`src/pcc_pkg.sv`:
```
// Shared constants, register layout and carrier types for the PLL clock configuration block.
package pcc_pkg;

	localparam int PCC_AW = 12;
	localparam int PCC_DW = 32;
	localparam int PCC_DVF_W = 5;
	localparam int PCC_MLT_W = 6;

	localparam logic [PCC_AW-1:0] PCC_CTRL_OFFSET = 12'h000;
	localparam logic [PCC_AW-1:0] PCC_STAT_OFFSET = 12'h004;

	localparam int PCC_DVF_LSB = 0;
	localparam int PCC_MLT_LSB = 8;
	localparam int PCC_RNG_BIT = 16;
	localparam int PCC_SEL_LSB = 17;

	localparam int PCC_STAT_LOCK_BIT = 0;
	localparam int PCC_STAT_SRC_LSB = 1;
	localparam int PCC_STAT_RSVD_BIT = 4;
	localparam int PCC_STAT_DVF_BAD_BIT = 5;
	localparam int PCC_STAT_FACTOR_LSB = 8;

	localparam logic [PCC_DVF_W-1:0] PCC_DVF_RST = 5'h00;
	localparam logic [PCC_MLT_W-1:0] PCC_MLT_RST = 6'h00;
	localparam logic PCC_RNG_RST = 1'b0;
	localparam logic [1:0] PCC_SEL_RST = 2'h0;
	localparam logic [PCC_DVF_W-1:0] PCC_DVF_MAX = 5'h09;

	localparam logic [1:0] PCC_SEL_REF = 2'h0;
	localparam logic [1:0] PCC_SEL_VCO_DIV2 = 2'h1;
	localparam logic [1:0] PCC_SEL_VCO = 2'h3;

	localparam logic [2:0] PCC_FACTOR_NONE = 3'h0;
	localparam logic [2:0] PCC_FACTOR_2 = 3'h2;
	localparam logic [2:0] PCC_FACTOR_4 = 3'h4;

	localparam int PCC_SYNC_STAGES = 2;

	typedef struct packed {
		logic [1:0] sel;
		logic vco_range_bit;
		logic [PCC_MLT_W-1:0] mlt;
		logic [PCC_DVF_W-1:0] dvf;
	} pcc_ctrl_t;

	typedef enum logic [2:0] {
		PCC_SRC_REF = 3'b001,
		PCC_SRC_WAIT = 3'b010,
		PCC_SRC_PLL = 3'b100
	} pcc_src_state_t;

	typedef struct packed {
		logic [PCC_DVF_W:0] in_div;
		logic [PCC_MLT_W:0] loop_mult;
		logic vco_range;
		logic core_ref;
		logic core_vco;
		logic core_vco_div2;
		logic [2:0] div_factor;
	} pcc_clk_cfg_t;

	typedef struct packed {
		logic psel;
		logic penable;
		logic pwrite;
		logic [PCC_AW-1:0] paddr;
		logic [PCC_DW-1:0] pwdata;
	} pcc_apb_req_t;

	typedef struct packed {
		logic pready;
		logic pslverr;
		logic [PCC_DW-1:0] prdata;
	} pcc_apb_rsp_t;

	typedef struct packed {
		pcc_ctrl_t ctrl;
		pcc_src_state_t src;
		logic [1:0] act_sel;
		logic rsvd_seen;
		pcc_clk_cfg_t out;
		logic [PCC_DW-1:0] rdata;
		logic slverr;
	} pcc_state_t;

endpackage

```
`src/pcc_sync.sv`:
```
// Two-stage level synchroniser for the asynchronous PLL lock indication.
`timescale 1ns/10ps
module pcc_sync
	import pcc_pkg::*;
(
	input wire logic clk,
	input wire logic rst_n,
	input wire logic async_in,
	output logic sync_out
);

	logic [PCC_SYNC_STAGES-1:0] stage_q;

	// Only the last stage is visible; the first may be metastable.
	always_ff @(posedge clk or negedge rst_n) begin
		if (!rst_n) begin
			stage_q <= '0;
		end else begin
			stage_q <= {stage_q[PCC_SYNC_STAGES-2:0], async_in};
		end
	end

	assign sync_out = stage_q[PCC_SYNC_STAGES-1];

endmodule

```
`src/pcc_top.sv`:
```
// APB-programmed clock configuration and core clock source control around an on-chip PLL.
`timescale 1ns/10ps
// Function
// - Input divider ratio is the divide field plus one, feeding the multiplier.
// - Loop multiplier ratio is the multiply field plus one, giving loop frequency.
// - Range bit one uses loop frequency as VCO; zero uses half of it.
// - Core clock comes from reference input, VCO, or VCO divided by two.
// - Select and range give division 2, 2, 4; select 11 with range 1 reserved.
module pcc_top
	import pcc_pkg::*;
(
	input wire logic pclk,
	input wire logic presetn,
	input pcc_apb_req_t apb_req,
	output pcc_apb_rsp_t apb_rsp,
	input wire logic pll_lock,
	output pcc_clk_cfg_t clk_cfg
);

	pcc_state_t q;
	pcc_state_t d;
	logic lock_s;

	pcc_sync u_lock_sync (
		.clk(pclk),
		.rst_n(presetn),
		.async_in(pll_lock),
		.sync_out(lock_s)
	);

	// Both PLL-derived codes pick a VCO path; the other two codes pick the reference.
	function automatic logic is_pll_src(input logic [1:0] sel);
		return (sel == PCC_SEL_VCO) || (sel == PCC_SEL_VCO_DIV2);
	endfunction

	function automatic logic is_reserved(input pcc_ctrl_t c);
		return (c.sel == PCC_SEL_VCO) && c.vco_range_bit;
	endfunction

	function automatic logic [2:0] div_factor(input pcc_ctrl_t c);
		logic [2:0] f;
		f = PCC_FACTOR_NONE;
		if (c.sel == PCC_SEL_VCO && !c.vco_range_bit) begin
			f = PCC_FACTOR_2;
		end else if (c.sel == PCC_SEL_VCO_DIV2 && c.vco_range_bit) begin
			f = PCC_FACTOR_2;
		end else if (c.sel == PCC_SEL_VCO_DIV2 && !c.vco_range_bit) begin
			f = PCC_FACTOR_4;
		end
		return f;
	endfunction

	logic wr_access;
	logic setup_phase;
	logic req_pll;
	logic cfg_change;
	logic [PCC_DW-1:0] ctrl_word;
	logic [PCC_DW-1:0] stat_word;

	always_comb begin
		d = q;
		wr_access = apb_req.psel && apb_req.penable && apb_req.pwrite;
		setup_phase = apb_req.psel && !apb_req.penable;

		if (wr_access && apb_req.paddr == PCC_CTRL_OFFSET) begin
			d.ctrl.dvf = apb_req.pwdata[PCC_DVF_LSB +: PCC_DVF_W];
			d.ctrl.mlt = apb_req.pwdata[PCC_MLT_LSB +: PCC_MLT_W];
			d.ctrl.vco_range_bit = apb_req.pwdata[PCC_RNG_BIT];
			d.ctrl.sel = apb_req.pwdata[PCC_SEL_LSB +: 2];
		end

		// A reserved pairing still held in the control register beats a clear of the flag.
		if (wr_access && apb_req.paddr == PCC_STAT_OFFSET &&
				apb_req.pwdata[PCC_STAT_RSVD_BIT]) begin
			d.rsvd_seen = 1'b0;
		end
		if (is_reserved(d.ctrl)) begin
			d.rsvd_seen = 1'b1;
		end

		req_pll = is_pll_src(d.ctrl.sel) && !is_reserved(d.ctrl);
		cfg_change = (d.ctrl.dvf != q.ctrl.dvf) || (d.ctrl.mlt != q.ctrl.mlt) ||
			(d.ctrl.vco_range_bit != q.ctrl.vco_range_bit);

		// Retuning the PLL unlocks it, so the core falls back to the reference
		// and waits for lock again rather than run on a drifting VCO.
		unique case (q.src)
			PCC_SRC_REF: begin
				if (req_pll) begin
					d.src = PCC_SRC_WAIT;
				end
			end
			PCC_SRC_WAIT: begin
				if (!req_pll || cfg_change) begin
					d.src = PCC_SRC_REF;
				end else if (lock_s) begin
					d.src = PCC_SRC_PLL;
				end
			end
			PCC_SRC_PLL: begin
				if (!req_pll || cfg_change || !lock_s) begin
					d.src = PCC_SRC_REF;
				end
			end
		endcase

		if (d.src == PCC_SRC_PLL) begin
			d.act_sel = d.ctrl.sel;
		end else begin
			d.act_sel = PCC_SEL_REF;
		end

		d.out.in_div = {1'b0, d.ctrl.dvf} + 6'h01;
		d.out.loop_mult = {1'b0, d.ctrl.mlt} + 7'h01;
		d.out.vco_range = d.ctrl.vco_range_bit;
		d.out.core_ref = (d.src != PCC_SRC_PLL);
		d.out.core_vco = (d.src == PCC_SRC_PLL) && (d.act_sel == PCC_SEL_VCO);
		d.out.core_vco_div2 = (d.src == PCC_SRC_PLL) &&
			(d.act_sel == PCC_SEL_VCO_DIV2);
		d.out.div_factor = div_factor(d.ctrl);

		ctrl_word = '0;
		ctrl_word[PCC_DVF_LSB +: PCC_DVF_W] = q.ctrl.dvf;
		ctrl_word[PCC_MLT_LSB +: PCC_MLT_W] = q.ctrl.mlt;
		ctrl_word[PCC_RNG_BIT] = q.ctrl.vco_range_bit;
		ctrl_word[PCC_SEL_LSB +: 2] = q.ctrl.sel;

		stat_word = '0;
		stat_word[PCC_STAT_LOCK_BIT] = lock_s;
		stat_word[PCC_STAT_SRC_LSB +: 3] = {q.out.core_vco_div2, q.out.core_vco,
			q.out.core_ref};
		stat_word[PCC_STAT_RSVD_BIT] = q.rsvd_seen;
		stat_word[PCC_STAT_DVF_BAD_BIT] = (q.ctrl.dvf > PCC_DVF_MAX);
		stat_word[PCC_STAT_FACTOR_LSB +: 3] = q.out.div_factor;

		// Read data and error are prepared in the setup cycle so that the
		// access phase can complete at once from flip-flops.
		if (setup_phase) begin
			d.slverr = 1'b0;
			unique case (apb_req.paddr)
				PCC_CTRL_OFFSET: begin
					d.rdata = ctrl_word;
				end
				PCC_STAT_OFFSET: begin
					d.rdata = stat_word;
				end
				default: begin
					d.rdata = '0;
					d.slverr = 1'b1;
				end
			endcase
			if (apb_req.pwrite) begin
				d.rdata = '0;
			end
		end
	end

	always_ff @(posedge pclk or negedge presetn) begin
		if (!presetn) begin
			q.ctrl.dvf <= PCC_DVF_RST;
			q.ctrl.mlt <= PCC_MLT_RST;
			q.ctrl.vco_range_bit <= PCC_RNG_RST;
			q.ctrl.sel <= PCC_SEL_RST;
			q.src <= PCC_SRC_REF;
			q.act_sel <= PCC_SEL_REF;
			q.rsvd_seen <= 1'b0;
			q.out.in_div <= 6'h01;
			q.out.loop_mult <= 7'h01;
			q.out.vco_range <= PCC_RNG_RST;
			q.out.core_ref <= 1'b1;
			q.out.core_vco <= 1'b0;
			q.out.core_vco_div2 <= 1'b0;
			q.out.div_factor <= PCC_FACTOR_NONE;
			q.rdata <= '0;
			q.slverr <= 1'b0;
		end else begin
			q <= d;
		end
	end

	assign apb_rsp.pready = 1'b1;
	assign apb_rsp.pslverr = q.slverr;
	assign apb_rsp.prdata = q.rdata;
	assign clk_cfg = q.out;

endmodule

```
`config.mk`:
```
export PLATFORM = sky130hd
export DESIGN_NAME = pcc_top
export DESIGN_NICKNAME = d
export VERILOG_FILES = /design/src/pcc_pkg.sv /design/src/pcc_sync.sv /design/src/pcc_top.sv
export SDC_FILE = /design/constraint.sdc
export NUM_CORES = 1
export LEC_CHECK = 0
export BUFFER_PORTS_ARGS = -buffer_cell sky130_fd_sc_hd__buf_2
export CAP_MARGIN = 15
export CORE_MARGIN = 8
export CORE_UTILIZATION = 42
export DETAILED_ROUTE_END_ITERATION = 8
export GPL_ROUTABILITY_DRIVEN = 0
export GPL_TIMING_DRIVEN = 0
export PLACE_DENSITY = 0.78
export RECOVER_POWER = 25
export SLEW_MARGIN = 5
export SYNTH_ARGS = -nofsm -noshare
export SYNTH_HDL_FRONTEND = slang
export SYNTH_HIERARCHICAL = 1
export SYNTH_SLANG_ARGS = --single-unit
```
`constraint.sdc`:
```
create_clock -name pclk -period 4.4 [get_ports pclk]
set_clock_uncertainty 0.15 [all_clocks]
set_input_delay 0.22 -clock pclk [delete_from_list [all_inputs] [get_ports pclk]]
set_output_delay 0.22 -clock pclk [all_outputs]
set_load 0.02 [all_outputs]
```
# Yosys cells after proc, flatten, opt, wreduce, memory -nomap -nowiden
# Index checks and enable logic that the tools add are counted.
dict set report word_totals {
  ff_bits 72
  output_inout_bits 54
  elab_cells 72
}
dict set report op_classes {
  add_sub_neg 2
  magnitude_cmp 1
  n_eq_ne 13
  mux 15
  reduce_logical 26
}
# cell n
set op_table {}
lappend op_table {{$pmux W19 S2} 1}
lappend op_table {{$mux W32} 1}
lappend op_table {{$mux W3} 7}
lappend op_table {{$mux W14} 1}
lappend op_table {{$logic_and A1 B1 Y1} 13}
lappend op_table {{$eq A12 B3 Y1 const B} 1}
lappend op_table {{$logic_not A12 Y1} 1}
lappend op_table {{$pmux W3 S3} 1}
lappend op_table {{$add A6 B1 Y7 const B} 1}
lappend op_table {{$add A5 B1 Y6 const B} 1}
lappend op_table {{$eq A3 B3 Y1 const B} 2}
lappend op_table {{$ne A6 B6 Y1} 1}
lappend op_table {{$gt A5 B4 Y1 const B} 1}
lappend op_table {{$logic_not A1 Y1} 5}
lappend op_table {{$logic_or A1 B1 Y1} 5}
lappend op_table {{$ne A5 B5 Y1} 1}
lappend op_table {{$eq A2 B1 Y1 const B} 2}
lappend op_table {{$eq A2 B2 Y1 const B} 2}
lappend op_table {{$eq A3 B1 Y1 const B} 1}
lappend op_table {{$eq A3 B2 Y1 const B} 1}
lappend op_table {{$mux W1} 3}
lappend op_table {{$ne A3 B3 Y1 const B} 1}
lappend op_table {{$mux W2} 1}
lappend op_table {{$reduce_bool A2 Y1} 1}
lappend op_table {{2 further kinds} 2}

# Longest topological paths before layout
# Gate-level depths: netlist of the first run.
dict set report depth {
  depth_word 17
  ltp_mapped 9
}

# Cells and area by module
# The synthesis of the first run kept the hierarchy.
# module n_inst cells_each area_per_inst_um2 seq_area_each_um2
set by_module_without_submodules {}
lappend by_module_without_submodules {pcc_top 1 274 2797.7 1306.3}
lappend by_module_without_submodules {pcc_sync 1 2 50.0 50.0}

# Worst setup path before layout of the first run
# No wires, ideal clock.
dict set report synth_timing {
  kind {in2reg}
  start {input port apb_req[37] (netlist bit)}
  end {register q, in the netlist clk_cfg[18]}
  setup_time_ns 0.127
  arrival_ns 2.169
  setup_slack_ns 1.953
  stages 9
  n_path_buf 2
  path_cell_list {or4_4 > or4_1 > buf_2 > buf_4 > nand2_1 > nand2_1 > ha_1 > nor3b_1 > xnor2_1}
}
# item line
set synth_rtl {}
lappend synth_rtl {{start, declared} pcc_top.sv:14} ;# input pcc_apb_req_t apb_req,
lappend synth_rtl {{end, declared} pcc_top.sv:20} ;# pcc_state_t q;

==> results of run 1 <==
## final cells by class
cell class | count | area [um^2] | area share (%)
plain buffers | 62 | 447 | 12.9
multi-input cells | 166 | 1070 | 30.7
repair buffers | 68 | 353 | 10.2
well taps | 80 | 100 | 2.88
flip-flops and latches | 54 | 1360 | 39.0
clock buffers | 6 | 72.6 | 2.09
inverters | 11 | 41.3 | 1.19
clock inverters | 2 | 37.5 | 1.08
## cell usage after synthesis, types with 2 or more instances
cell      number
nor3_1         5
o21ai_1        3
nand2b_1       3
buf_2          3
a22o_1         7
nand4_1        3
nand3_1        5
nor3b_1        2
and3_1         6
nor4_1         5
xnor2_1        7
or3_1          3
or4_1          2
buf_4         56
and2_1         2
dfrtp_1       50
mux2i_1       15
conb_1         2
o21ai_0       12
a31oi_1        2
nand2_1       31
xor2_1        14
ha_1           2
inv_1         11
nor2_1         2
clkbuf_1       2
dfstp_2        4
## timing repair
| item | in CTS | in global routing |
|---|---|---|
| hold endpoints to repair | 1 | 50 |
| resized for setup | 0 | 0 |
| hold buffers | 1 | 1 |
## per-layer routing
metal | vias up | share of wire, % | track usage [%]
met2 | 65 | 50 | 22.0
met4 | 0 | 1.8 | 4.60
met3 | 12 | 6.6 | 3.98
met1 | 975 | 42 | 15.7
met5 | - | 0 | 0
li1 | 1046 | - | -
## logic make-up after synthesis
logic type / count (synthesis) / share of synthesized area, %
AND/OR/NAND/NOR: 74 / 13.5
buffers and inverters: 73 / 17.1
flip-flops: 54 / 47.6
AO/OA/AOI/OAI: 33 / 7.91
XOR/XNOR: 21 / 6.46
multiplexers: 17 / 6.19
adder cells (fa/ha/maj): 2 / 0.879
other: 2 / 0.264
## per-stage QoR
step	hold slack, ns	util (%)
2_1_floorplan	-0.226	-
3_3_place_gp	0.180	50.0
3_5_place_dp	0.184	50.0
4_1_cts	0.0178	51.8
5_1_grt	0.0506	52.0
6_report	0.0399	52.0
## how the worst max path moves through the flow
stage / from / endpoint / slack [ns]
2_1_floorplan: apb_req[37] / clk_cfg[18]$_DFF_PN0_ / 1.95
3_3_place_gp: apb_req[37] / clk_cfg[18]$_DFF_PN0_ / 1.72
3_5_place_dp: apb_req[37] / clk_cfg[18]$_DFF_PN0_ / 1.72
4_1_cts: apb_req[37] / clk_cfg[18]$_DFF_PN0_ / 2.03
5_1_grt: apb_req[37] / clk_cfg[18]$_DFF_PN0_ / 1.83
6_report: apb_req[37] / clk_cfg[18]$_DFF_PN0_ / 2.03
## where the power goes
part | internal (W) | switching, W
registers | 0.000498 | 0.00000234
clock network | 0.000170 | 0.000160
logic | 0.0000312 | 0.0000465
## worst max-delay path: stages
cell and delay (ns):
buf_2 0.10, or4_4 0.54, nor4_1 0.31, buf_4 0.26, buf_2 0.26, nand2_1 0.08
nand2_1 0.11, ha_1 0.19, nor3b_1 0.24, xnor2_1 0.15
## flip-flops by register name (all words and copies together) (netlist names)
register	count
u_lock_sync/stage_q	2
q	4
apb_rsp	16
ctrl_word	13
clk_cfg	19
## placed cells by master, fill, tap and decap left out, types with 4 or more instances in the layout
master,n
inv_1,11
dfrtp_1,50
conb_1,19
nor4_1,5
xor2_1,14
buf_4,57
xnor2_1,7
o21ai_0,12
a22o_1,7
nor3_1,5
dfstp_2,4
mux2i_1,15
nand2_1,31
clkbuf_8,5
and3_1,6
buf_2,68
nand3_1,5
==> impl_metrics.py, run 1 <==
metrics = {
    "min_path": {
        "hp-class": "input port to flop",
        "whs_path_depth": 3,
        "holdPathEnd": "ctrl_word[1]$_DFF_PN0_",
        "worstHoldStart": "apb_req[1]",
    },
    "die": {
        "die_height_um": 98.3,
        "die_area_um2": 9670,
        "initial_core_util_pct": 42.6,
        "die_x_um": 98.3,
        "boundaryPins": 104,
        "core-area_um2": 6680,
        "rows": 30,
    },
    "routing": {
        "vias_per_cell": 4.67,
        "drt-pass1-iter-count": 4,
        "antenna_violating_nets_post_route": 0,
        "drt-initial-drc-count": 148,
        "vias": 2098,
        "routed_wl_um": 6170,
        "drc": 0,
        "wl_per_cell_um": 13.7,
    },
    "timing": {
        "rsz0062_at_grt": "false",
        "finalWorstSetupSlack_ns": 2.03,
        "min_period_ns": 2.37,
        "setup-violations-final": 0,
        "fmax_mhz": 422,
        "maxSlewHeadroom_pct": 55.8,
        "setup_tns_ns": 0,
        "finalHoldViolations": 0,
        "fin_crit_sh_pct": 53.9,
        "tightest_slew_ns": 0.664,
        "drv_slew": 0,
    },
    "setup_path": {
        "r2r-end": "clk_cfg[5]$_DFF_PN1_",
        "worst_ep_required_time_ns": 4.48,
        "critPathMaxFanout": 10,
        "cp-end-kind": "flop",
        "rr_worst_depth": 5,
        "critical_path_arrival_ns": 2.45,
        "r2r_start": "ctrl_word[9]$_DFF_PN0_",
        "crit_path_start_kind": "input port",
        "reg2reg_slack_ns": 2.26,
        "critical_path_class": "input port to flop",
    },
    "synthesis": {
        "synth_cells": 276,
        "ys_types": 44,
        "ys_seq_area_share_pct": 47.6,
        "synth_edf_count": 0,
        "synth_area_um2": 2850,
        "async_flop_share_pct": 100,
        "synthFlopType": "dfrtp_1",
        "yosys-top-cells-area": "dfrtp_1 (44%), buf_4 (15%), mux2i_1 (5.3%)",
        "synth_warnings": 6,
        "netlist.area_leader.share_pct": 43.9,
        "syn_area_per_cell_um2": 10.3,
        "synth_seq_cells": 54,
        "synth_largest_area_cell": "dfrtp_1",
    },
    "clock_tree": {
        "cts_tree": "done",
        "path_clk_slew_ns": 0.09,
        "cts.sinks": 54,
        "h-tree-depth": 2,
        "clock_latency_ns": 0.31,
        "postCtsSetupBuffers": 0,
        "cts_root_buf": "clkbuf_8",
        "clk_path_buf_depth": 2,
        "cts_buffers": 5,
    },
    "layout": {
        "fill_cells": 616,
        "fin_area_um2": 3470,
        "final_cells": 449,
        "antennaDiodeCount": 0,
        "layout.nets": 420,
        "drive_above_1_share_pct": 38.8,
        "syn_to_final_growth_pct": 22.0,
    },
    "global_routing": {
        "grt_pass1_wl_um": 10400,
        "grt_max_degree": 55,
        "antenna_found_initial": 0,
        "grt_use_total_pct": 13.2,
        "grt-ovfl-total": 0,
        "first_global_vias": 2120,
    },
    "placed_design": {
        "dp.cells": 439,
        "dp_hpwl_um": 4890,
        "placed_area_um2": 3340,
        "io_buffers": 66,
        "dp_slack_ns": 1.72,
    },
    "power_and_ir_drop": {
        "vdd_drop_max_uv": 115,
        "p_total_w": 0.000908,
        "power.density_nw_per_um2": 261,
        "p_leak_nw": 1.95,
    },
    "run_status": {
        "outcome": "finished clean",
    },
    "job": {
        "drv_cap": 0,
    },
}
(Power assumes the default switching activity.)
==> run 2, diff against run 1 <==
==> constraint.sdc (replaced) <==
create_clock -name pclk -period 2.2 [get_ports pclk]
set_clock_uncertainty 0.15 [all_clocks]
set_input_delay 0.11 -clock pclk [delete_from_list [all_inputs] [get_ports pclk]]
set_output_delay 0.11 -clock pclk [all_outputs]
set_load 0.02 [all_outputs]
==> run 2 against run 1 <==
Effect of this change:
- combinational power up 120%
- flip-flop and latch count did not move
- setup slack got worse by 1.9 ns
- worst hold slack got worse by 0.033 ns
- wire length rose by 1.7%
- critical endpoint unchanged
- sequential power grew 100%
- via count up 3.6%
- cell count up 3.6%
- die area stayed put
- critical path depth shrank 1
==> impl_metrics.py, run 2 (synthesis results as in run 1) <==
metrics = {
    "min_path": {
        "worstHoldStart": "apb_req[16]",
        "whs_path_depth": 3,
        "holdPathEnd": "clk_cfg[6]$_DFF_PN0_",
        "hp-class": "input port to flop",
    },
    "run_status": {
        "outcome": "finished clean",
    },
    "timing": {
        "fmax_mhz": 476,
        "fin_crit_sh_pct": 95.5,
        "rsz0062_at_grt": "false",
        "setup-violations-final": 0,
        "min_period_ns": 2.10,
        "maxSlewHeadroom_pct": 41.0,
        "setup_tns_ns": 0,
        "whs_ns": 0.00731,
        "finalHoldViolations": 0,
        "finalWorstSetupSlack_ns": 0.0984,
        "drv_slew": 0,
        "tightest_slew_ns": 0.885,
    },
    "global_routing": {
        "first_global_vias": 2290,
        "antenna_found_initial": 0,
        "grt-ovfl-total": 0,
        "grt_pass1_wl_um": 10500,
        "grt_max_degree": 55,
        "grt_use_total_pct": 13.3,
    },
    "clock_tree": {
        "cts_root_buf": "clkbuf_8",
        "clk_path_buf_depth": 2,
        "clock_latency_ns": 0.30,
        "cts.sinks": 54,
        "cts_buffers": 5,
        "path_clk_slew_ns": 0.10,
        "h-tree-depth": 2,
        "cts_tree": "done",
    },
    "layout": {
        "final_cells": 465,
        "antennaDiodeCount": 0,
        "final_common_cell": "buf_2",
        "multi_input_area_um2": 1090,
        "layout_common_cells": "buf_2 (67), buf_4 (59), dfrtp_1 (50)",
        "syn_to_final_growth_pct": 27.7,
        "drive_above_1_share_pct": 39.5,
        "seq_area_um2": 1360,
        "fill_cells": 614,
        "largest_reg_flops": 19,
        "layout.nets": 436,
    },
    "power_and_ir_drop": {
        "p_leak_nw": 2.01,
        "p_total_w": 0.00171,
        "vdd_drop_max_uv": 184,
        "power.density_nw_per_um2": 471,
    },
    "setup_path": {
        "critical_path_class": "input port to flop",
        "critPathMaxFanout": 10,
        "cp-end-kind": "flop",
        "critPathSlowestCell": "or4_4",
        "worst_ep_required_time_ns": 2.24,
        "crit_buf_inv": 2,
        "cp_top_family": "simple AND/OR/NAND/NOR gates",
        "crit_path_start_kind": "input port",
        "r2r_start": "ctrl_word[2]$_DFF_PN0_",
        "r2r-end": "clk_cfg[5]$_DFF_PN1_",
        "max_stage_delay_ns": 0.61,
        "reg2reg_slack_ns": 0.21,
        "path_cells": "buf_2 > or4_4 > or4_4 > buf_6 > nand2_1 > nand2_1 > ha_2 > nor3b_1 > xnor2_1",
        "critical_path_arrival_ns": 2.14,
        "rr_worst_depth": 5,
    },
    "job": {
        "drv_cap": 0,
    },
    "placed_design": {
        "dp_slack_ns": -0.326,
        "io_buffers": 66,
        "dp.cells": 439,
        "dp_hpwl_um": 4860,
    },
    "die": {
        "core-area_um2": 6680,
        "initial_core_util_pct": 42.6,
        "rows": 30,
        "die_height_um": 98.3,
        "die_x_um": 98.3,
        "boundaryPins": 104,
        "die_area_um2": 9670,
    },
    "routing": {
        "drc": 0,
        "routed_wl_um": 6270,
        "vias_per_cell": 4.68,
        "wl_per_cell_um": 13.5,
        "vias": 2174,
        "antenna_violating_nets_post_route": 0,
        "drt-initial-drc-count": 97,
        "drt-pass1-iter-count": 4,
    },
}
## run 2: cell types whose count changed in the layout (fill, tap and decap cells not counted), moves of 2 or more
cell	previous run	this run
or4_4	1	3
dlygate4sd3_1	2	14
ha_2	0	2
or4_1	2	0
ha_1	2	0
buf_4	57	59
## run 2: repair_timing
action,CTS,global route
resized for setup,0,1
setup buffers,0,5
hold buffers,14,0
hold endpoints to repair,65,0
pin swaps,0,3
setup endpoints to repair,1,1
## run 2: worst max-delay path by stage
stage | depth (start not counted) | from | endpoint | slack [ns]
detailed placement | 10 | apb_req[37] | clk_cfg[18]$_DFF_PN0_ | -0.33
floorplan | 9 | apb_req[36] | clk_cfg[18]$_DFF_PN0_ | -0.08
finish | 9 | apb_req[42] | clk_cfg[18]$_DFF_PN0_ | 0.1
global route | 9 | apb_req[42] | clk_cfg[18]$_DFF_PN0_ | 0.04
global placement | 10 | apb_req[37] | clk_cfg[18]$_DFF_PN0_ | -0.34
CTS | 10 | apb_req[36] | clk_cfg[18]$_DFF_PN0_ | 0.04
## run 2: where the power goes
group          internal, W  switching, W  total [W]
sequential        0.000997    0.00000455    0.00100
clock             0.000225      0.000313   0.000538
combinational    0.0000765     0.0000969   0.000173
## run 2: cell type report
type                    count  area share, %
flip-flops and latches     54           37.3
clock inverters             2          0.413
plain buffers              60           12.1
multi-input cells         166           29.9
clock buffers               6           2.00
inverters                  11           1.14
repair buffers             86           14.4
well taps                  80           2.75
## run 2: tightest hold or removal path, cell delays in order
cell and delay (ns):
buf_2 0.12, mux2i_1 0.12, inv_1 0.08
## run 2: metal layers
| layer | vias to the layer above | track usage (%) | share of wire (%) |
|---|---|---|---|
| met2 | 79 | 22.6 | 49 |
| met3 | 13 | 3.49 | 6.7 |
| li1 | 1074 | - | - |
| met1 | 1008 | 15.5 | 42 |
| met4 | 0 | 5.55 | 2.2 |
| met5 | - | 0 | 0 |
## run 2: per-stage QoR
step / util, % / cell area (um^2)
floorplan: - / 2940
global placement: 50.4 / 3370
detailed placement: 50.4 / 3370
CTS: 53.7 / 3590
global route: 54.4 / 3640
finish: 54.4 / 3640
==> run 3, diff against run 2 <==
--- a/config.mk
+++ b/config.mk
@@ -12,8 +12,9 @@
 export DETAILED_ROUTE_END_ITERATION = 8
 export GPL_ROUTABILITY_DRIVEN = 0
 export GPL_TIMING_DRIVEN = 0
-export PLACE_DENSITY = 0.78
+export PLACE_DENSITY = 0.7
 export RECOVER_POWER = 25
+export REMOVE_ABC_BUFFERS = 1
 export SLEW_MARGIN = 5
 export SYNTH_ARGS = -nofsm -noshare
 export SYNTH_HDL_FRONTEND = slang
==> run 3 against run 2 <==
Effect of this change:
- largest power group unchanged
- sequential share of layout area rose by 4.2 points
- register-to-register slack improved by 0.04 ns
- critical path depth down 2
- die area unchanged
- utilization down 5.4 points
==> impl_metrics.py, run 3 (synthesis results as in run 1) <==
metrics = {
    "run_status": {
        "outcome": "finished clean",
    },
    "placed_design": {
        "dp.cells": 380,
        "placed_area_um2": 2940,
        "io_buffers": 66,
        "dp_hpwl_um": 4740,
    },
    "min_path": {
        "worstHoldStart": "apb_req[3]",
        "whs_path_depth": 3,
        "hp-class": "input port to flop",
    },
    "layout": {
        "final_common_cell": "buf_2",
        "antennaDiodeCount": 0,
        "final_cells": 409,
        "syn_to_final_growth_pct": 14.9,
        "layout.nets": 380,
        "drive_above_1_share_pct": 29.8,
        "final_util_pct": 49.0,
        "fin_area_um2": 3270,
        "layout_common_cells": "buf_2 (66), dfrtp_1 (50), nand2_1 (31)",
        "largest_reg_flops": 19,
        "fill_cells": 641,
    },
    "die": {
        "core-area_um2": 6680,
        "boundaryPins": 104,
        "die_area_um2": 9670,
        "die_x_um": 98.3,
        "initial_core_util_pct": 42.6,
        "die_height_um": 98.3,
        "rows": 30,
    },
    "clock_tree": {
        "cts_buffers": 5,
        "cts_root_buf": "clkbuf_8",
        "path_clk_slew_ns": 0.10,
        "cts.sinks": 54,
        "clk_path_buf_depth": 2,
        "cts_tree": "done",
        "h-tree-depth": 2,
        "clock_latency_ns": 0.30,
    },
    "timing": {
        "fin_crit_sh_pct": 96.1,
        "rsz0062_at_grt": "false",
        "fmax_mhz": 473,
        "finalHoldViolations": 0,
        "setup_tns_ns": 0,
        "setup-violations-final": 0,
        "tightest_slew_ns": 1.01,
        "drv_slew": 0,
        "min_period_ns": 2.11,
        "maxSlewHeadroom_pct": 32.4,
    },
    "routing": {
        "routed_wl_um": 6230,
        "vias": 1971,
        "drt-pass1-iter-count": 4,
        "antenna_violating_nets_post_route": 0,
        "drc": 0,
        "drt-initial-drc-count": 77,
        "vias_per_cell": 4.82,
        "wl_per_cell_um": 15.2,
    },
    "setup_path": {
        "r2r_start": "clk_cfg[6]$_DFF_PN0_",
        "worst_ep_required_time_ns": 2.25,
        "crit_path_start_kind": "input port",
        "critical_path_arrival_ns": 2.16,
        "critical_path_class": "input port to flop",
        "critPathMaxFanout": 7,
        "cp-end-kind": "flop",
        "crit_path_start": "apb_req[36]",
        "rr_worst_depth": 5,
    },
    "power_and_ir_drop": {
        "p_total_w": 0.00193,
        "vdd_drop_max_uv": 446,
        "p_leak_nw": 1.76,
        "power.density_nw_per_um2": 590,
    },
    "global_routing": {
        "grt-ovfl-total": 0,
        "antenna_found_initial": 0,
        "grt_max_degree": 37,
        "first_global_vias": 2061,
        "grt_use_total_pct": 12.7,
        "grt_pass1_wl_um": 9980,
    },
    "job": {
        "drv_cap": 0,
    },
}
==> run 3: cell types whose count changed in the layout (fill, tap and decap cells not counted), moves of 2 or more <==
cell,previous run,this run
ha_1,0,2
ha_2,2,0
bufinv_16,0,2
clkinvlp_4,2,0
buf_4,59,8
clkbuf_1,4,1
==> run 3: path summary, 6_finish.rpt <==
path / to / slack [ns]
min in group asynchronous: clk_cfg[9]$_DFF_PN0_ / 0.34
setup reg to reg: clk_cfg[5]$_DFF_PN1_ / 0.25
hold / removal: ctrl_word[3]$_DFF_PN0_ / 0.03
max in group asynchronous: clk_cfg[5]$_DFF_PN1_ / 0.42
setup / recovery: clk_cfg[1]$_DFF_PN0_ / 0.09
hold reg to reg: u_lock_sync/stage_q[1]$_DFF_PN0_ / 0.21
==> run 3: per-stage QoR <==
stage	hold WS, ns	setup slack, ns
global route	0.0383	0.0549
global placement	0.0687	-2.76
finish	0.0319	0.0859
CTS	0.0126	0.0765
floorplan	-0.336	-1.53
detailed placement	-0.0531	-0.650
==> run 3: what timing repair did <==
action | CTS | global route
resized for setup | 2 | 2
hold buffers | 14 | 0
pin swaps | 1 | 1
endpoints found under the setup margin | 22 | 2
buffers inserted | 4 | 3
hold endpoints to repair | 61 | 0
==> run 3: final cells by class <==
class                           count  area [um^2]  share of cell area, %
Tap cell                           80          100                   3.06
Inverter                           11         41.3                   1.26
Timing Repair Buffer               90          542                   16.6
Clock buffer                        5         68.8                   2.10
Clock inverter                      3         68.8                   2.10
Multi-Input combinational cell    166         1090                   33.5
Sequential cell                    54         1360                   41.5
==> run 3: per-layer routing <==
layer | track usage (%) | wire length (um)
met3 | 3.98 | 424
met5 | 0 | 0
met4 | 3.19 | 48
met1 | 15.7 | 2690
met2 | 20.9 | 3070
==> run 3: where the power goes <==
group	leakage [nW]	switching [W]	internal, W
sequential	0.731	0.00000458	0.000997
combinational	0.965	0.0000922	0.0000529
clock	0.0683	0.000328	0.000456
total	1.76	0.000425	0.00151
==> run 3: worst max-delay path: stages <==
cell and delay, ns:
buf_2 0.09, or4_4 0.57, or4_4 0.62, buf_4 0.18
mux2_4 0.30, xnor2_1 0.13, and2_1 0.16
